$ cat src/design/slcr_pkg.sv
// Shared constants, field layouts and carrier types for the link config regs
package slcr_pkg;

	// ********************************************************************
	// Register offsets on the control-channel register port
	// ********************************************************************
	localparam logic [7:0] SLCR_ADDR_RATE_WIDTH = 8'h00;
	localparam logic [7:0] SLCR_ADDR_SPREAD     = 8'h01;

	// ********************************************************************
	// Field positions
	// ********************************************************************
	localparam int SLCR_PIX_LSB    = 6;
	localparam int SLCR_SER_LSB    = 4;
	localparam int SLCR_PAR_BIT    = 3;
	localparam int SLCR_WID_LSB    = 0;
	localparam int SLCR_SPR_LSB    = 5;
	localparam int SLCR_RESV_LSB   = 0;

	// ********************************************************************
	// Field reset values
	// ********************************************************************
	localparam logic [1:0] SLCR_PIX_RST    = 2'h2;
	localparam logic [1:0] SLCR_SER_RST    = 2'h3;
	localparam logic       SLCR_PAR_RST    = 1'h0;
	localparam logic [2:0] SLCR_WID_RST    = 3'h5;
	localparam logic [2:0] SLCR_SPR_RST    = 3'h0;
	localparam logic [4:0] SLCR_RESV_RST   = 5'h1F;

	localparam logic [7:0] SLCR_RATE_WIDTH_RST = {SLCR_PIX_RST, SLCR_SER_RST,
		SLCR_PAR_RST, SLCR_WID_RST};
	localparam logic [7:0] SLCR_SPREAD_RST     = {SLCR_SPR_RST, SLCR_RESV_RST};

	// ********************************************************************
	// Decoding constants
	// ********************************************************************
	localparam logic [1:0] SLCR_PIX_HIGH_MIN   = 2'h2;
	localparam logic [4:0] SLCR_WIDTH_BASE     = 5'h0A;
	localparam logic [4:0] SLCR_WIDTH_MAX      = 5'h12;
	localparam logic [4:0] SLCR_PARITY_MAX_WID = 5'h10;
	localparam logic [8:0] SLCR_SPR_1P50       = 9'h096;
	localparam logic [8:0] SLCR_SPR_1P75       = 9'h0AF;
	localparam logic [8:0] SLCR_SPR_2P00       = 9'h0C8;
	localparam logic [8:0] SLCR_SPR_3P00       = 9'h12C;
	localparam logic [8:0] SLCR_SPR_3P50       = 9'h15E;
	localparam logic [8:0] SLCR_SPR_4P00       = 9'h190;
	localparam logic [8:0] SLCR_SPR_HIGH_LIMIT = SLCR_SPR_2P00;

	// ********************************************************************
	// Carrier types
	// ********************************************************************
	typedef struct packed {
		logic [1:0] pixel_clock_range;
		logic [1:0] serial_rate_range;
		logic       parity_on;
		logic [2:0] parallel_word_width;
		logic [2:0] spread_code;
		logic [4:0] reserved_bits;
	} slcr_link_cfg_type;

	typedef struct packed {
		logic [4:0] word_bits;
		logic [8:0] spread_hundredths;
		logic       spread_active;
		logic       spread_over_limit;
		logic       parity_unsupported;
		logic       reserved_not_ones;
	} slcr_cfg_status_type;

	// Hundredths of a percent; codes 000 and 100 both mean off
	function automatic logic [8:0] slcr_spread_decode(input logic [2:0] code);
		case (code)
			3'h1:    slcr_spread_decode = SLCR_SPR_1P50;
			3'h2:    slcr_spread_decode = SLCR_SPR_1P75;
			3'h3:    slcr_spread_decode = SLCR_SPR_2P00;
			3'h5:    slcr_spread_decode = SLCR_SPR_3P00;
			3'h6:    slcr_spread_decode = SLCR_SPR_3P50;
			3'h7:    slcr_spread_decode = SLCR_SPR_4P00;
			default: slcr_spread_decode = 9'h000;
		endcase
	endfunction

	// Word bits incl. sync, step of two, held at the widest word
	function automatic logic [4:0] slcr_width_decode(input logic [2:0] code);
		logic [4:0] bits;
		bits = SLCR_WIDTH_BASE + {1'b0, code, 1'b0};
		slcr_width_decode = (bits > SLCR_WIDTH_MAX) ? SLCR_WIDTH_MAX : bits;
	endfunction

endpackage

$ cat src/design/slcr_config_regs.sv
// Link configuration register pair: rate, width, parity and spread control
`timescale 1ns/1ns
module slcr_config_regs
	import slcr_pkg::*;
(
	input  wire logic          clock,
	input  wire logic          rst_n,
	input  wire logic [7:0]    reg_addr,
	input  wire logic          reg_wr_en,
	input  wire logic [7:0]    reg_wr_data,
	input  wire logic          reg_rd_en,
	output logic [7:0]         reg_rd_data,
	output logic               reg_rd_valid,
	output logic               reg_addr_error,
	output logic               cfg_changed,
	output slcr_link_cfg_type  link_cfg,
	output slcr_cfg_status_type cfg_status
);

	// ********************************************************************
	// Stored registers
	// ********************************************************************
	logic [7:0]          rate_width_ff;
	logic [7:0]          spread_ff;
	logic [7:0]          nxt_rate_width;
	logic [7:0]          nxt_spread;

	// ********************************************************************
	// Output flops
	// ********************************************************************
	logic [7:0]          rd_data_ff;
	logic [7:0]          nxt_rd_data;
	logic                rd_valid_ff;
	logic                nxt_rd_valid;
	logic                addr_error_ff;
	logic                nxt_addr_error;
	logic                changed_ff;
	logic                nxt_changed;
	slcr_link_cfg_type   link_cfg_ff;
	slcr_cfg_status_type status_ff;

	// ********************************************************************
	// Address decode
	// ********************************************************************
	wire                 hit_rate_width;
	wire                 hit_spread;
	wire                 hit_any;
	wire                 wr_rate_width;
	wire                 wr_spread;
	wire [7:0]           rd_mux;

	assign hit_rate_width = (reg_addr == SLCR_ADDR_RATE_WIDTH);
	assign hit_spread     = (reg_addr == SLCR_ADDR_SPREAD);
	assign hit_any        = hit_rate_width || hit_spread;
	assign wr_rate_width  = reg_wr_en && hit_rate_width;
	assign wr_spread      = reg_wr_en && hit_spread;

	assign nxt_rate_width = wr_rate_width ? reg_wr_data : rate_width_ff;
	assign nxt_spread     = wr_spread ? reg_wr_data : spread_ff;

	assign rd_mux = hit_rate_width ? rate_width_ff :
		hit_spread ? spread_ff : 8'h00;

	// Read value holds until the next read
	assign nxt_rd_data = reg_rd_en ? rd_mux : rd_data_ff;

	// Unmapped reads still answer, with a zero byte
	assign nxt_rd_valid = reg_rd_en;

	// ********************************************************************
	// Unmapped access detection
	// ********************************************************************
	wire                 wr_unmapped;
	wire                 rd_unmapped;

	// Unmapped access flagged, never stored
	// Error pulse only; the read port still answers
	assign wr_unmapped    = reg_wr_en && !hit_any;
	assign rd_unmapped    = reg_rd_en && !hit_any;
	assign nxt_addr_error = wr_unmapped || rd_unmapped;

	// ********************************************************************
	// Change detection
	// ********************************************************************
	wire                 rate_width_moved;
	wire                 spread_moved;

	// Only a real value change pulses, so the link need not relock
	// Reset reload is not a write and raises no pulse
	assign rate_width_moved = (nxt_rate_width != rate_width_ff);
	assign spread_moved     = (nxt_spread != spread_ff);
	assign nxt_changed      = rate_width_moved || spread_moved;

	// ********************************************************************
	// Field extraction
	// ********************************************************************
	slcr_link_cfg_type   cfg_fields;
	slcr_cfg_status_type cfg_decoded;

	assign cfg_fields.pixel_clock_range =
		rate_width_ff[SLCR_PIX_LSB +: 2];
	assign cfg_fields.serial_rate_range =
		rate_width_ff[SLCR_SER_LSB +: 2];
	assign cfg_fields.parity_on = rate_width_ff[SLCR_PAR_BIT];
	assign cfg_fields.parallel_word_width =
		rate_width_ff[SLCR_WID_LSB +: 3];
	assign cfg_fields.spread_code = spread_ff[SLCR_SPR_LSB +: 3];
	assign cfg_fields.reserved_bits = spread_ff[SLCR_RESV_LSB +: 5];

	// ********************************************************************
	// Derived operating values
	// ********************************************************************
	slcr_field_decode u_decode (
		.cfg    (cfg_fields),
		.status (cfg_decoded)
	);

	// ********************************************************************
	// Register storage
	// ********************************************************************
	// Defaults on reset
	always_ff @(posedge clock) begin
		if (!rst_n) begin
			rate_width_ff <= SLCR_RATE_WIDTH_RST;
		end else begin
			rate_width_ff <= nxt_rate_width;
		end
	end

	always_ff @(posedge clock) begin
		if (!rst_n) begin
			spread_ff <= SLCR_SPREAD_RST;
		end else begin
			spread_ff <= nxt_spread;
		end
	end

	// ********************************************************************
	// Read port
	// ********************************************************************
	// Read data register
	always_ff @(posedge clock) begin
		if (!rst_n) begin
			rd_data_ff <= 8'h00;
		end else begin
			rd_data_ff <= nxt_rd_data;
		end
	end

	always_ff @(posedge clock) begin
		if (!rst_n) begin
			rd_valid_ff <= 1'b0;
		end else begin
			rd_valid_ff <= nxt_rd_valid;
		end
	end

	// ********************************************************************
	// Event pulses
	// ********************************************************************
	// Unmapped offset error pulse
	always_ff @(posedge clock) begin
		if (!rst_n) begin
			addr_error_ff <= 1'b0;
		end else begin
			addr_error_ff <= nxt_addr_error;
		end
	end

	// Stored value change pulse
	always_ff @(posedge clock) begin
		if (!rst_n) begin
			changed_ff <= 1'b0;
		end else begin
			changed_ff <= nxt_changed;
		end
	end

	// ********************************************************************
	// Configuration outputs
	// ********************************************************************
	// Extra stage keeps outputs flop-driven; lags storage by one cycle
	always_ff @(posedge clock) begin
		if (!rst_n) begin
			link_cfg_ff <= {SLCR_RATE_WIDTH_RST, SLCR_SPREAD_RST};
		end else begin
			link_cfg_ff <= cfg_fields;
		end
	end

	// Cap violation reported
	// Over-limit spread is stored; writes are never refused
	always_ff @(posedge clock) begin
		if (!rst_n) begin
			status_ff <= '0;
		end else begin
			status_ff <= cfg_decoded;
		end
	end

	assign reg_rd_data    = rd_data_ff;
	assign reg_rd_valid   = rd_valid_ff;
	assign reg_addr_error = addr_error_ff;
	assign cfg_changed    = changed_ff;
	assign link_cfg       = link_cfg_ff;
	assign cfg_status     = status_ff;

endmodule

$ cat src/design/slcr_field_decode.sv
// Decodes stored configuration fields into derived operating values
`timescale 1ns/1ns
module slcr_field_decode
	import slcr_pkg::*;
(
	input  slcr_link_cfg_type   cfg,
	output slcr_cfg_status_type status
);

	wire [8:0] spread_val;
	wire [4:0] width_val;
	wire       pix_high;

	assign spread_val = slcr_spread_decode(cfg.spread_code);
	assign width_val  = slcr_width_decode(cfg.parallel_word_width);
	assign pix_high   = (cfg.pixel_clock_range >= SLCR_PIX_HIGH_MIN);

	assign status.word_bits          = width_val;
	assign status.spread_hundredths  = spread_val;
	assign status.spread_active      = (spread_val != 9'h000);
	assign status.spread_over_limit  = pix_high &&
		(spread_val > SLCR_SPR_HIGH_LIMIT);
	assign status.parity_unsupported = cfg.parity_on &&
		(width_val > SLCR_PARITY_MAX_WID);
	assign status.reserved_not_ones  = (cfg.reserved_bits != SLCR_RESV_RST);

endmodule

$ cat config.mk
export PLATFORM = sky130hd
export DESIGN_NAME = slcr_config_regs
export DESIGN_NICKNAME = d
export VERILOG_FILES = /design/src/design/slcr_pkg.sv /design/src/design/slcr_config_regs.sv /design/src/design/slcr_field_decode.sv
export SDC_FILE = /design/constraint.sdc
export NUM_CORES = 1
export LEC_CHECK = 0
export BUFFER_PORTS_ARGS = -buffer_cell sky130_fd_sc_hd__buf_2
export CAP_MARGIN = 10
export CELL_PAD_IN_SITES_DETAIL_PLACEMENT = 1
export CELL_PAD_IN_SITES_GLOBAL_PLACEMENT = 1
export CORE_ASPECT_RATIO = 1.75
export CORE_MARGIN = 8
export CORE_UTILIZATION = 39
export DETAILED_ROUTE_END_ITERATION = 16
export HOLD_SLACK_MARGIN = 0.15
export PLACE_DENSITY_LB_ADDON = 0.1
export SLEW_MARGIN = 0
export SYNTH_ARGS = -nofsm -noshare
export SYNTH_HDL_FRONTEND = slang
export SYNTH_SLANG_ARGS = --single-unit
$ cat constraint.sdc
create_clock -name clock -period 1.58 [get_ports clock]
set_input_delay 0.079 -clock clock [delete_from_list [all_inputs] [get_ports clock]]
set_output_delay 0.079 -clock clock [all_outputs]
set_load 0.01 [all_outputs]
==> results of run 1 <==
-- layout by cell type, fill, tap and decap left out, types with 3 or more instances in the layout --
cell,instances
and2_1,20
inv_1,19
nand2b_1,13
nor3_1,3
dlygate4sd3_1,11
buf_2,63
clkbuf_8,13
mux2i_1,21
dfxtp_1,60
o21ai_0,9
nor2b_1,10
buf_4,8
o211ai_1,3
nand2_1,18
xnor2_1,6
o2111ai_1,3
a21oi_1,3
o22ai_1,12
nor2_1,5
-- final timing paths --
| kind | startpoint | to | slack (ns) |
|---|---|---|---|
| max | reg_wr_data[4] | cfg_changed$_SDFF_PN0_ | 0.11 |
| min | reg_addr[6] | reg_addr_error$_SDFF_PN0_ | 0.18 |
| max reg2reg | rate_width_ff[0]$_SDFF_PN1_ | cfg_status[1]$_SDFF_PN0_ | 0.16 |
| min reg2reg | rate_width_ff[6]$_SDFF_PN0_ | link_cfg[14]$_SDFF_PN0_ | 0.51 |
-- cells by family (layout without fill, tap and decap cells) --
logic type / after synthesis / after routing / synth area share [%]
AO/OA/AOI/OAI: 38 / 38 / 10.8
multiplexers: 21 / 21 / 8.91
other: 1 / 1 / 0.159
AND/OR/NAND/NOR: 78 / 78 / 20.3
adder cells (fa/ha/maj): 3 / 3 / 1.49
buffers and inverters: 31 / 115 / 5.20
XOR/XNOR: 6 / 6 / 2.23
flip-flops: 60 / 60 / 50.9
-- registers in the layout, indices dropped and copies added (netlist names) --
register        count
rate_width_ff       8
reg_addr_error      1
cfg_changed         1
spread_ff           8
cfg_status         17
link_cfg           16
reg_rd_data         8
reg_rd_valid        1
-- what timing repair did --
item / 4_1_cts / 5_1_grt
setup buffers: 0 / 0
hold endpoints to repair: 20 / 0
gates resized for setup: 0 / 1
setup endpoints to repair: 0 / 1
hold buffers: 11 / 0
-- worst register-to-register path, cell delays in order (launching register included) --
cell	delay, ns
dfxtp_1	0.42
inv_1	0.13
ha_1	0.21
nand3b_1	0.10
o21ai_0	0.09
a21boi_1	0.20
o221a_2	0.21
-- area by class of cell --
class / count / area (µm²) / area share (%)
Clock buffer: 13 / 179 / 5.77
Clock inverter: 1 / 30.0 / 0.969
Inverter: 19 / 71.3 / 2.30
Multi-Input combinational cell: 147 / 1030 / 33.4
Sequential cell: 60 / 1200 / 38.8
Tap cell: 78 / 97.6 / 3.15
Timing Repair Buffer: 82 / 485 / 15.7
-- stage by stage --
step / setup slack, ns / hold slack, ns / area (µm²) / power, mW / std cells
floorplan: 0.333 / 0.175 / 2360 / 1.63 / 238
global placement: 0.259 / 0.373 / 2780 / 1.71 / 375
detailed placement: 0.144 / 0.381 / 2780 / 1.71 / 375
CTS: 0.116 / 0.163 / 3100 / 3.17 / 400
global route: 0.0506 / 0.194 / 3100 / 3.26 / 400
finish: 0.109 / 0.181 / 3100 / 3.12 / 400
-- synthesized netlist by cell type, drive strengths merged --
cell	n
o221a	1
and3	1
o21ai	9
buf	3
maj3	1
nor4	1
a21boi	2
a41oi	1
o21a	2
nor2b	10
o22ai	12
o211ai	3
and2	20
clkbuf	9
mux2i	21
a2111o	1
o2111ai	3
conb	1
nor2	5
xnor2	6
nand3	2
o221ai	1
nand4	3
dfxtp	60
ha	2
inv	19
nor3	4
nand2	18
nand3b	1
nand2b	13
a21oi	3
-- power groups by stage --
stage          Sequential, mW  Clock, mW  Combinational, mW
2_1_floorplan            1.56          0             0.0728
3_3_place_gp             1.56          0              0.152
3_5_place_dp             1.56          0              0.152
4_1_cts                  1.52       1.47              0.174
5_1_grt                  1.52       1.55              0.188
6_report                 1.52       1.43              0.173
-- per-layer routing --
layer,wire [µm],GRT usage [%],part of all wire [%]
met3,330,5.38,5.4
met2,3230,25.0,53
met4,127,6.79,2.1
met5,0,0,0
met1,2420,15.7,40
==> results.json, run 1 <==
{
  "arrival_ns": 1.66,
  "yosysTopAreaCell": "dfxtp_1",
  "combPwrFrac_pct": 5.5,
  "core-area_um2": 5880,
  "wl_um": 6110,
  "crit_chain": "dlygate4sd3_1, buf_2, nor2b_1, a2111o_1, o22ai_1, a41oi_1",
  "cp_max_fo": 5,
  "numCtsBuffers": 9,
  "tns_ns": 0,
  "max_freq_mhz": 680,
  "grt-ovfl-total": 0,
  "final.period_utilization_pct": 93.1,
  "power.switching_uw": 644,
  "powerDensity_nw_per_um2": 1010,
  "status": "finished, final reports clean",
  "final-setup-viol-count": 0,
  "wl_per_cell_um": 15.3,
  "cts_tree": "built",
  "drc_errors": 0,
  "vias_per_cell": 4.81,
  "vias": 1924,
  "p_sw_share_pct": 20.6,
  "grt_pass1_wl_um": 9880,
  "track_usage_pct": 14.9,
  "fp.dieW_um": 74.8,
  "antenna_found_initial": 0,
  "rr_worst_depth": 6,
  "utilization_pct": 52.7,
  "cts_buffer_depth": 2,
  "slowest_stage": "dlygate4sd3_1",
  "ios": 65,
  "clock_latency_ns": 0.34,
  "synth_cells": 238,
  "netlist_area_um2": 2360,
  "pwr-share-seq_pct": 48.7,
  "required_ns": 1.77,
  "hold_depth": 4,
  "fp-row-count": 37,
  "start_util_pct": 40.1,
  "chipHeight_um": 119,
  "vdd_drop_max_mv": 0.544,
  "drive_above_1_share_pct": 28.3,
  "holdCritPathClass": "in -> reg",
  "first_iter_violations": 78,
  "ant_nets": 0,
  "yosys_warnings": 0,
  "fillers": 704,
  "ys_types": 35,
  "diodes": 0,
  "period_minus_slack_ns": 1.47,
  "p_leak_nw": 1.50,
  "critPathTopFamily": "compound AO/OA/AOI/OAI gates",
  "p_clk_share_pct": 45.7,
  "synth.top_cell.area_share_pct": 50.9,
  "cts_root_buf": "clkbuf_8",
  "hpwl_um": 4490,
  "first_pass_iters": 4,
  "start_kind": "input port",
  "clk_pin_slew_ns": 0.06,
  "synth_seq_cells": 60,
  "worst-path-buf-inv": 2,
  "hold_viol": 0,
  "grt_max_degree": 28,
  "end_kind": "flip-flop",
  "worstSetupPathType": "in -> reg",
  "path_depth": 6,
  "slowest_delay_ns": 0.53,
  "htreeDepth": 3,
  "final.setup_skew_ns": 0.00747,
  "synthToLayoutAreaGrowth_pct": 31.4,
  "synth_fp_nets": 260,
  "rsz0062_at_grt": "no",
  "port_buffers": 63,
  "die-area_um2": 8890,
  "globalplace.congestion": 0.791,
  "fin_nets": 341,
  "clock_sinks": 60,
  "maxSlewViolCount": 0,
  "synth_top_cells_by_area": "dfxtp_1, mux2i_1, and2_1",
  "cap_violations": 0,
  "p_int_mw": 2.48,
  "yosysSeqAreaShare_pct": 50.9,
  "syn_area_per_cell_um2": 9.91,
  "grt_pass1_vias": 2013
}
Note: power is estimated with default switching activity, not from simulation.
==> run 2: changes to the inputs <==
ABC_AREA = 1   (was unset)
CORE_UTILIZATION = 37   (was 39)
==> run 2 against run 1 <==
Compared with the run above: fmax rose by 9.8%; first-iteration DRC count rose by 6.4%; critical path depth rose by 1; clock power rose by 24%; design area rose by 3.6%; power rose by 12%; flip-flop and latch count did not move; sequential power barely moved; clock-buffer cell count did not move; sequential share of layout area fell by 1.3 points.
==> results.json, run 2 <==
{
  "status": "finished, final reports clean",
  "top_layer": "met4",
  "pwr-share-seq_pct": 44.2,
  "worstSetupPathType": "reg -> reg",
  "drc_errors": 0,
  "r2r_slack_ns": 0.24,
  "fp.dieW_um": 77.7,
  "met2_wirelength_um": 4180,
  "arrival_ns": 1.55,
  "powerDensity_nw_per_um2": 1090,
  "yosysSeqAreaShare_pct": 48.8,
  "synth.top_cell.area_share_pct": 48.8,
  "cap_violations": 0,
  "yosysTopAreaCell": "dfxtp_1",
  "cts_root_buf": "clkbuf_16",
  "clk_pin_slew_ns": 0.05,
  "end_kind": "flip-flop",
  "port_buffers": 63,
  "vdd_drop_max_mv": 0.725,
  "hold_depth": 3,
  "final_cells": 473,
  "required_ns": 1.79,
  "p_leak_nw": 1.77,
  "wl_met3_um": 312,
  "wl_met1_um": 2640,
  "utilization_pct": 49.5,
  "dp_slack_ns": 0.169,
  "globalplace.congestion": 0.800,
  "maxSlewViolCount": 0,
  "multi_input_area_um2": 985,
  "endpoint": "cfg_status[1]$_SDFF_PN0_",
  "fin_area_um2": 3210,
  "dpl_cell_area_um2": 2850,
  "hold_viol": 0,
  "ios": 65,
  "synth_top_cells_by_area": "dfxtp_1, nand2_1, inv_1",
  "layout_setup_ws_ns": 0.241,
  "combPwrFrac_pct": 5.2,
  "track_usage_pct": 16.4,
  "clock_latency_ns": 0.33,
  "synth-edff-count": 0,
  "max_freq_mhz": 747,
  "synthTopCellsByCount": "dfxtp_1, nand2_1, inv_1",
  "die-area_um2": 9620,
  "p_sw_share_pct": 21.7,
  "clock_sinks": 60,
  "final.setup_skew_ns": 0.00440,
  "ant_nets": 0,
  "period_minus_slack_ns": 1.34,
  "fin_nets": 409,
  "synth_seq_cells": 60,
  "synth_fp_nets": 336,
  "r2r-start": "rate_width_ff[0]$_SDFF_PN1_",
  "seq_area_um2": 1200,
  "core-area_um2": 6490,
  "largest_register_ffs": 17,
  "fp-row-count": 39,
  "cp-startpoint": "rate_width_ff[0]$_SDFF_PN1_",
  "start_util_pct": 37.9,
  "synthArstFlopShare_pct": 0,
  "synth-main-ff-cell": "dfxtp_1",
  "ys_types": 27,
  "p_int_mw": 2.74,
  "chipHeight_um": 124,
  "synth_cells": 314,
  "vias_per_cell": 4.98,
  "p_clk_share_pct": 50.6,
  "final_common_cell": "buf_2",
  "tns_ns": 0,
  "vias": 2354,
  "wl_per_cell_um": 15.6,
  "drive_above_1_share_pct": 23.0,
  "netlist_area_um2": 2460,
  "fillers": 830,
  "first_iter_violations": 83,
  "syn_area_per_cell_um2": 7.84,
  "yosys.cell_count.top_type": "dfxtp_1",
  "cp_max_fo": 6,
  "diodes": 0,
  "mostFrequentLayoutCells": "buf_2, dfxtp_1, nand2_1",
  "grt_max_degree": 26,
  "htreeDepth": 3,
  "numCtsBuffers": 9,
  "grt_pass1_vias": 2530,
  "start_kind": "flip-flop",
  "grt-ovfl-total": 0,
  "wl_um": 7370,
  "cts_buffer_depth": 2,
  "rr_endpoint": "cfg_status[1]$_SDFF_PN0_",
  "rsz0062_at_grt": "no",
  "final.period_utilization_pct": 84.8,
  "antenna_found_initial": 0,
  "dp.cells": 449,
  "first_pass_iters": 4,
  "cts_tree": "built",
  "holdCritPathClass": "in -> reg",
  "rr_worst_depth": 7,
  "final-setup-viol-count": 0,
  "yosys_warnings": 0,
  "synthToLayoutAreaGrowth_pct": 30.4,
  "hpwl_um": 5540,
  "power.switching_uw": 756,
  "grt_pass1_wl_um": 12200
}
==> run 2: per-layer routing <==
metal	up-vias	track usage [%]
li1	1186	-
met1	1107	14.9
met2	43	31.0
met3	18	5.13
met4	0	9.62
met5	-	0
==> run 2: cells by family after synthesis <==
| family | count (synthesis) | share of synthesized area (%) |
|---|---|---|
| buf+inv | 66 | 11.2 |
| flops | 60 | 48.8 |
| compound gates | 45 | 11.9 |
| other cells | 1 | 0.152 |
| fa+ha+maj | 2 | 1.02 |
| simple gates | 140 | 26.9 |
==> run 2: cell type report <==
class                      count  share of cell area (%)
inverter                      50                    5.85
sequential                    60                    37.4
timing repair buffer          78                    14.4
tap                           82                    3.20
clock buffer                  13                    8.11
multi-input combinational    188                    30.7
clock inverter                 2                   0.312
==> run 2: critical path, cell delays in order (launching register included) <==
cell	delay [ns]
dfxtp_1	0.36
ha_1	0.25
inv_1	0.07
nand2_1	0.05
a21oi_1	0.18
nand2_1	0.09
o21ai_0	0.15
nor3_1	0.07
==> run 2: power by group through the flow <==
stage,Sequential [mW],Clock [mW],Combinational (mW)
5_1_grt,1.54,1.86,0.204
4_1_cts,1.54,1.80,0.185
2_1_floorplan,1.58,0,0.0795
6_report,1.54,1.77,0.183
3_5_place_dp,1.57,0,0.167
3_3_place_gp,1.57,0,0.165
==> run 2: worst min-delay path by stage <==
stage	from	end	slack [ns]
floorplan	reg_wr_data[1]	rate_width_ff[1]$_SDFF_PN0_	0.25
global placement	reg_wr_data[1]	rate_width_ff[1]$_SDFF_PN0_	0.40
detailed placement	reg_wr_data[5]	spread_ff[5]$_SDFF_PN0_	0.41
CTS	rst_n	link_cfg[13]$_SDFF_PN1_	0.17
global route	rst_n	link_cfg[0]$_SDFF_PN1_	0.19
finish	rst_n	link_cfg[4]$_SDFF_PN1_	0.18
==> run 2: timing repair <==
action | 4_1_cts | 5_1_grt
gates resized for setup | 0 | 0
hold endpoints to repair | 17 | 0
buffers inserted | 0 | 0
hold buffers | 9 | 0
==> run 2: stage by stage <==
step,hold slack (ns),total power [mW]
5_1_grt,0.194,3.61
6_report,0.181,3.49
2_1_floorplan,0.255,1.66
4_1_cts,0.175,3.53
3_3_place_gp,0.399,1.74
3_5_place_dp,0.407,1.74
==> run 3: changes to the inputs <==
CORE_UTILIZATION = 34   (was 37)
clock period = 1.2 ns   (was 1.58 ns; I/O delays follow)
==> run 3 against run 2 <==
Compared with the run above: the run now ends with negative setup slack left; first-iteration DRC count shrank 6.0%; fmax grew 8.3%; die area grew 7.3%; highest routed layer unchanged.
==> results.json, run 3 (synthesis results as in run 2) <==
{
  "antenna_found_initial": 0,
  "vdd_drop_max_mv": 0.890,
  "diodes": 0,
  "grt_max_degree": 36,
  "worstSetupPathType": "reg -> reg",
  "drive_above_1_share_pct": 31.7,
  "slowest_stage": "dfxtp_4",
  "pwr-share-seq_pct": 37.0,
  "cts_root_buf": "clkbuf_16",
  "core-area_um2": 7130,
  "worst-path-buf-inv": 3,
  "hpwl_um": 5930,
  "utilization_pct": 50.9,
  "vias": 2485,
  "endpoint": "cfg_status[14]$_SDFF_PN0_",
  "fp-row-count": 41,
  "p_total_mw": 5.47,
  "slowest_delay_ns": 0.37,
  "end_kind": "flip-flop",
  "combPwrFrac_pct": 4.9,
  "wl_per_cell_um": 16.8,
  "largest_register_ffs": 17,
  "maxSlewViolCount": 0,
  "dp_slack_ns": -0.169,
  "final_cells": 503,
  "status": "complete, but fails checks",
  "ios": 65,
  "rsz0062_at_grt": "yes",
  "final.period_utilization_pct": 103,
  "drc_errors": 0,
  "period_minus_slack_ns": 1.24,
  "first_pass_iters": 4,
  "p_int_mw": 4.35,
  "start_util_pct": 34.5,
  "ant_nets": 0,
  "port_buffers": 63,
  "violations": "negative setup slack",
  "arrival_ns": 1.47,
  "chipHeight_um": 129,
  "clock_latency_ns": 0.34,
  "track_usage_pct": 16.7,
  "cts_buffer_depth": 2,
  "start_kind": "flip-flop",
  "wl_um": 8460,
  "vias_per_cell": 4.94,
  "p_leak_nw": 1.96,
  "fin_nets": 434,
  "cp_max_fo": 4,
  "fp.dieW_um": 80.3,
  "grt-ovfl-total": 0,
  "synthToLayoutAreaGrowth_pct": 47.3,
  "grt_pass1_wl_um": 13100,
  "crit_top_cell": "nand2_2",
  "r2r-start": "rate_width_ff[0]$_SDFF_PN1_",
  "cp-startpoint": "rate_width_ff[0]$_SDFF_PN1_",
  "hold_viol": 0,
  "die-area_um2": 10300,
  "dp.cells": 473,
  "layout_setup_ws_ns": -0.0366,
  "max_freq_mhz": 809,
  "clk_pin_slew_ns": 0.06,
  "globalplace.congestion": 0.798,
  "htreeDepth": 3,
  "critPathTopFamily": "flip-flops",
  "cts_tree": "built",
  "hold_slack_ns": 0.174,
  "required_ns": 1.44,
  "final.setup_skew_ns": 0.00639,
  "rr_endpoint": "cfg_status[14]$_SDFF_PN0_",
  "p_clk_share_pct": 58.1,
  "power.switching_mw": 1.12,
  "cap_violations": 0,
  "r2r_slack_ns": -0.04,
  "final-setup-viol-count": 2,
  "clock_sinks": 60,
  "first_iter_violations": 78,
  "crit_chain": "inv_2, ha_4, nand2_2, a21oi_2, nand2_2, buf_6, nand2_2, inv_1",
  "numCtsBuffers": 9,
  "final_common_cell": "buf_2",
  "grt_pass1_vias": 2696,
  "rr_worst_depth": 8,
  "powerDensity_nw_per_um2": 1510,
  "fillers": 867,
  "p_sw_share_pct": 20.5,
  "path_depth": 8,
  "mostFrequentLayoutCells": "buf_2, dfxtp_1, nand2_1",
  "holdCritPathClass": "in -> reg"
}
[run 3: cell count changes in the layout (fill, tap and decap cells not counted), sizes merged]
cell	before	now
dlygate4sd3	9	11
clkinv	2	3
dlymetal6s4s	0	1
clkbuf	13	9
buf	69	91
bufinv	0	4
[run 3: power by group through the flow]
stage,clock network (mW),registers (mW),logic (mW)
final,3.18,2.02,0.266
after global routing,3.32,2.02,0.293
after CTS,3.23,2.03,0.265
after detailed placement,0,2.07,0.230
after global placement,0,2.07,0.225
after floorplan,0,2.08,0.105
[run 3: stage by stage]
step | setup TNS, ns | area (µm²)
finish | -0.0573 | 3630
global route | -0.249 | 3630
CTS | 0 | 3530
detailed placement | -1.00 | 3040
global placement | -0.289 | 3040
floorplan | 0 | 2460
[run 3: how the worst min path moves through the flow]
stage	cells past startpoint	slack, ns	start	end
after floorplan	2	0.24	reg_wr_data[1]	rate_width_ff[1]$_SDFF_PN0_
after global placement	3	0.38	reg_wr_data[1]	spread_ff[1]$_SDFF_PN1_
after detailed placement	3	0.39	reg_wr_data[5]	spread_ff[5]$_SDFF_PN0_
after CTS	3	0.17	rst_n	cfg_status[17]$_SDFF_PN0_
after global routing	3	0.19	rst_n	link_cfg[2]$_SDFF_PN1_
final	3	0.17	rst_n	cfg_status[17]$_SDFF_PN0_
[run 3: per-layer routing]
layer / up-vias / global-route usage (%) / routed length, µm
met5: - / 0 / 0
met4: 0 / 7.97 / 330
met3: 21 / 5.10 / 355
met2: 54 / 31.2 / 4800
met1: 1179 / 15.8 / 2980
li1: 1231 / - / -
[run 3: worst reg2reg max path: stages, from the launching register on]
cell and delay, ns:
dfxtp_4 0.37, inv_2 0.10, ha_4 0.16, nand2_2 0.06
a21oi_2 0.16, nand2_2 0.09, buf_6 0.12, nand2_2 0.04
inv_1 0.03
[run 3: repair_timing]
item,in CTS,in global routing
pin swaps,1,10
resized for setup,4,24
hold buffers,12,0
hold endpoints to repair,25,0
endpoints found under the setup margin,3,6
setup buffers,0,3
[run 3: area by class of cell]
class                   instances  area, µm²  share of cell area (%)
flip-flops and latches         60       1210                    33.4
well taps                      86        108                    2.97
multi-input cells             188       1050                    28.8
clock inverters                 7        139                    3.83
repair buffers                103        709                    19.6
inverters                      50        188                    5.18
clock buffers                   9        225                    6.21
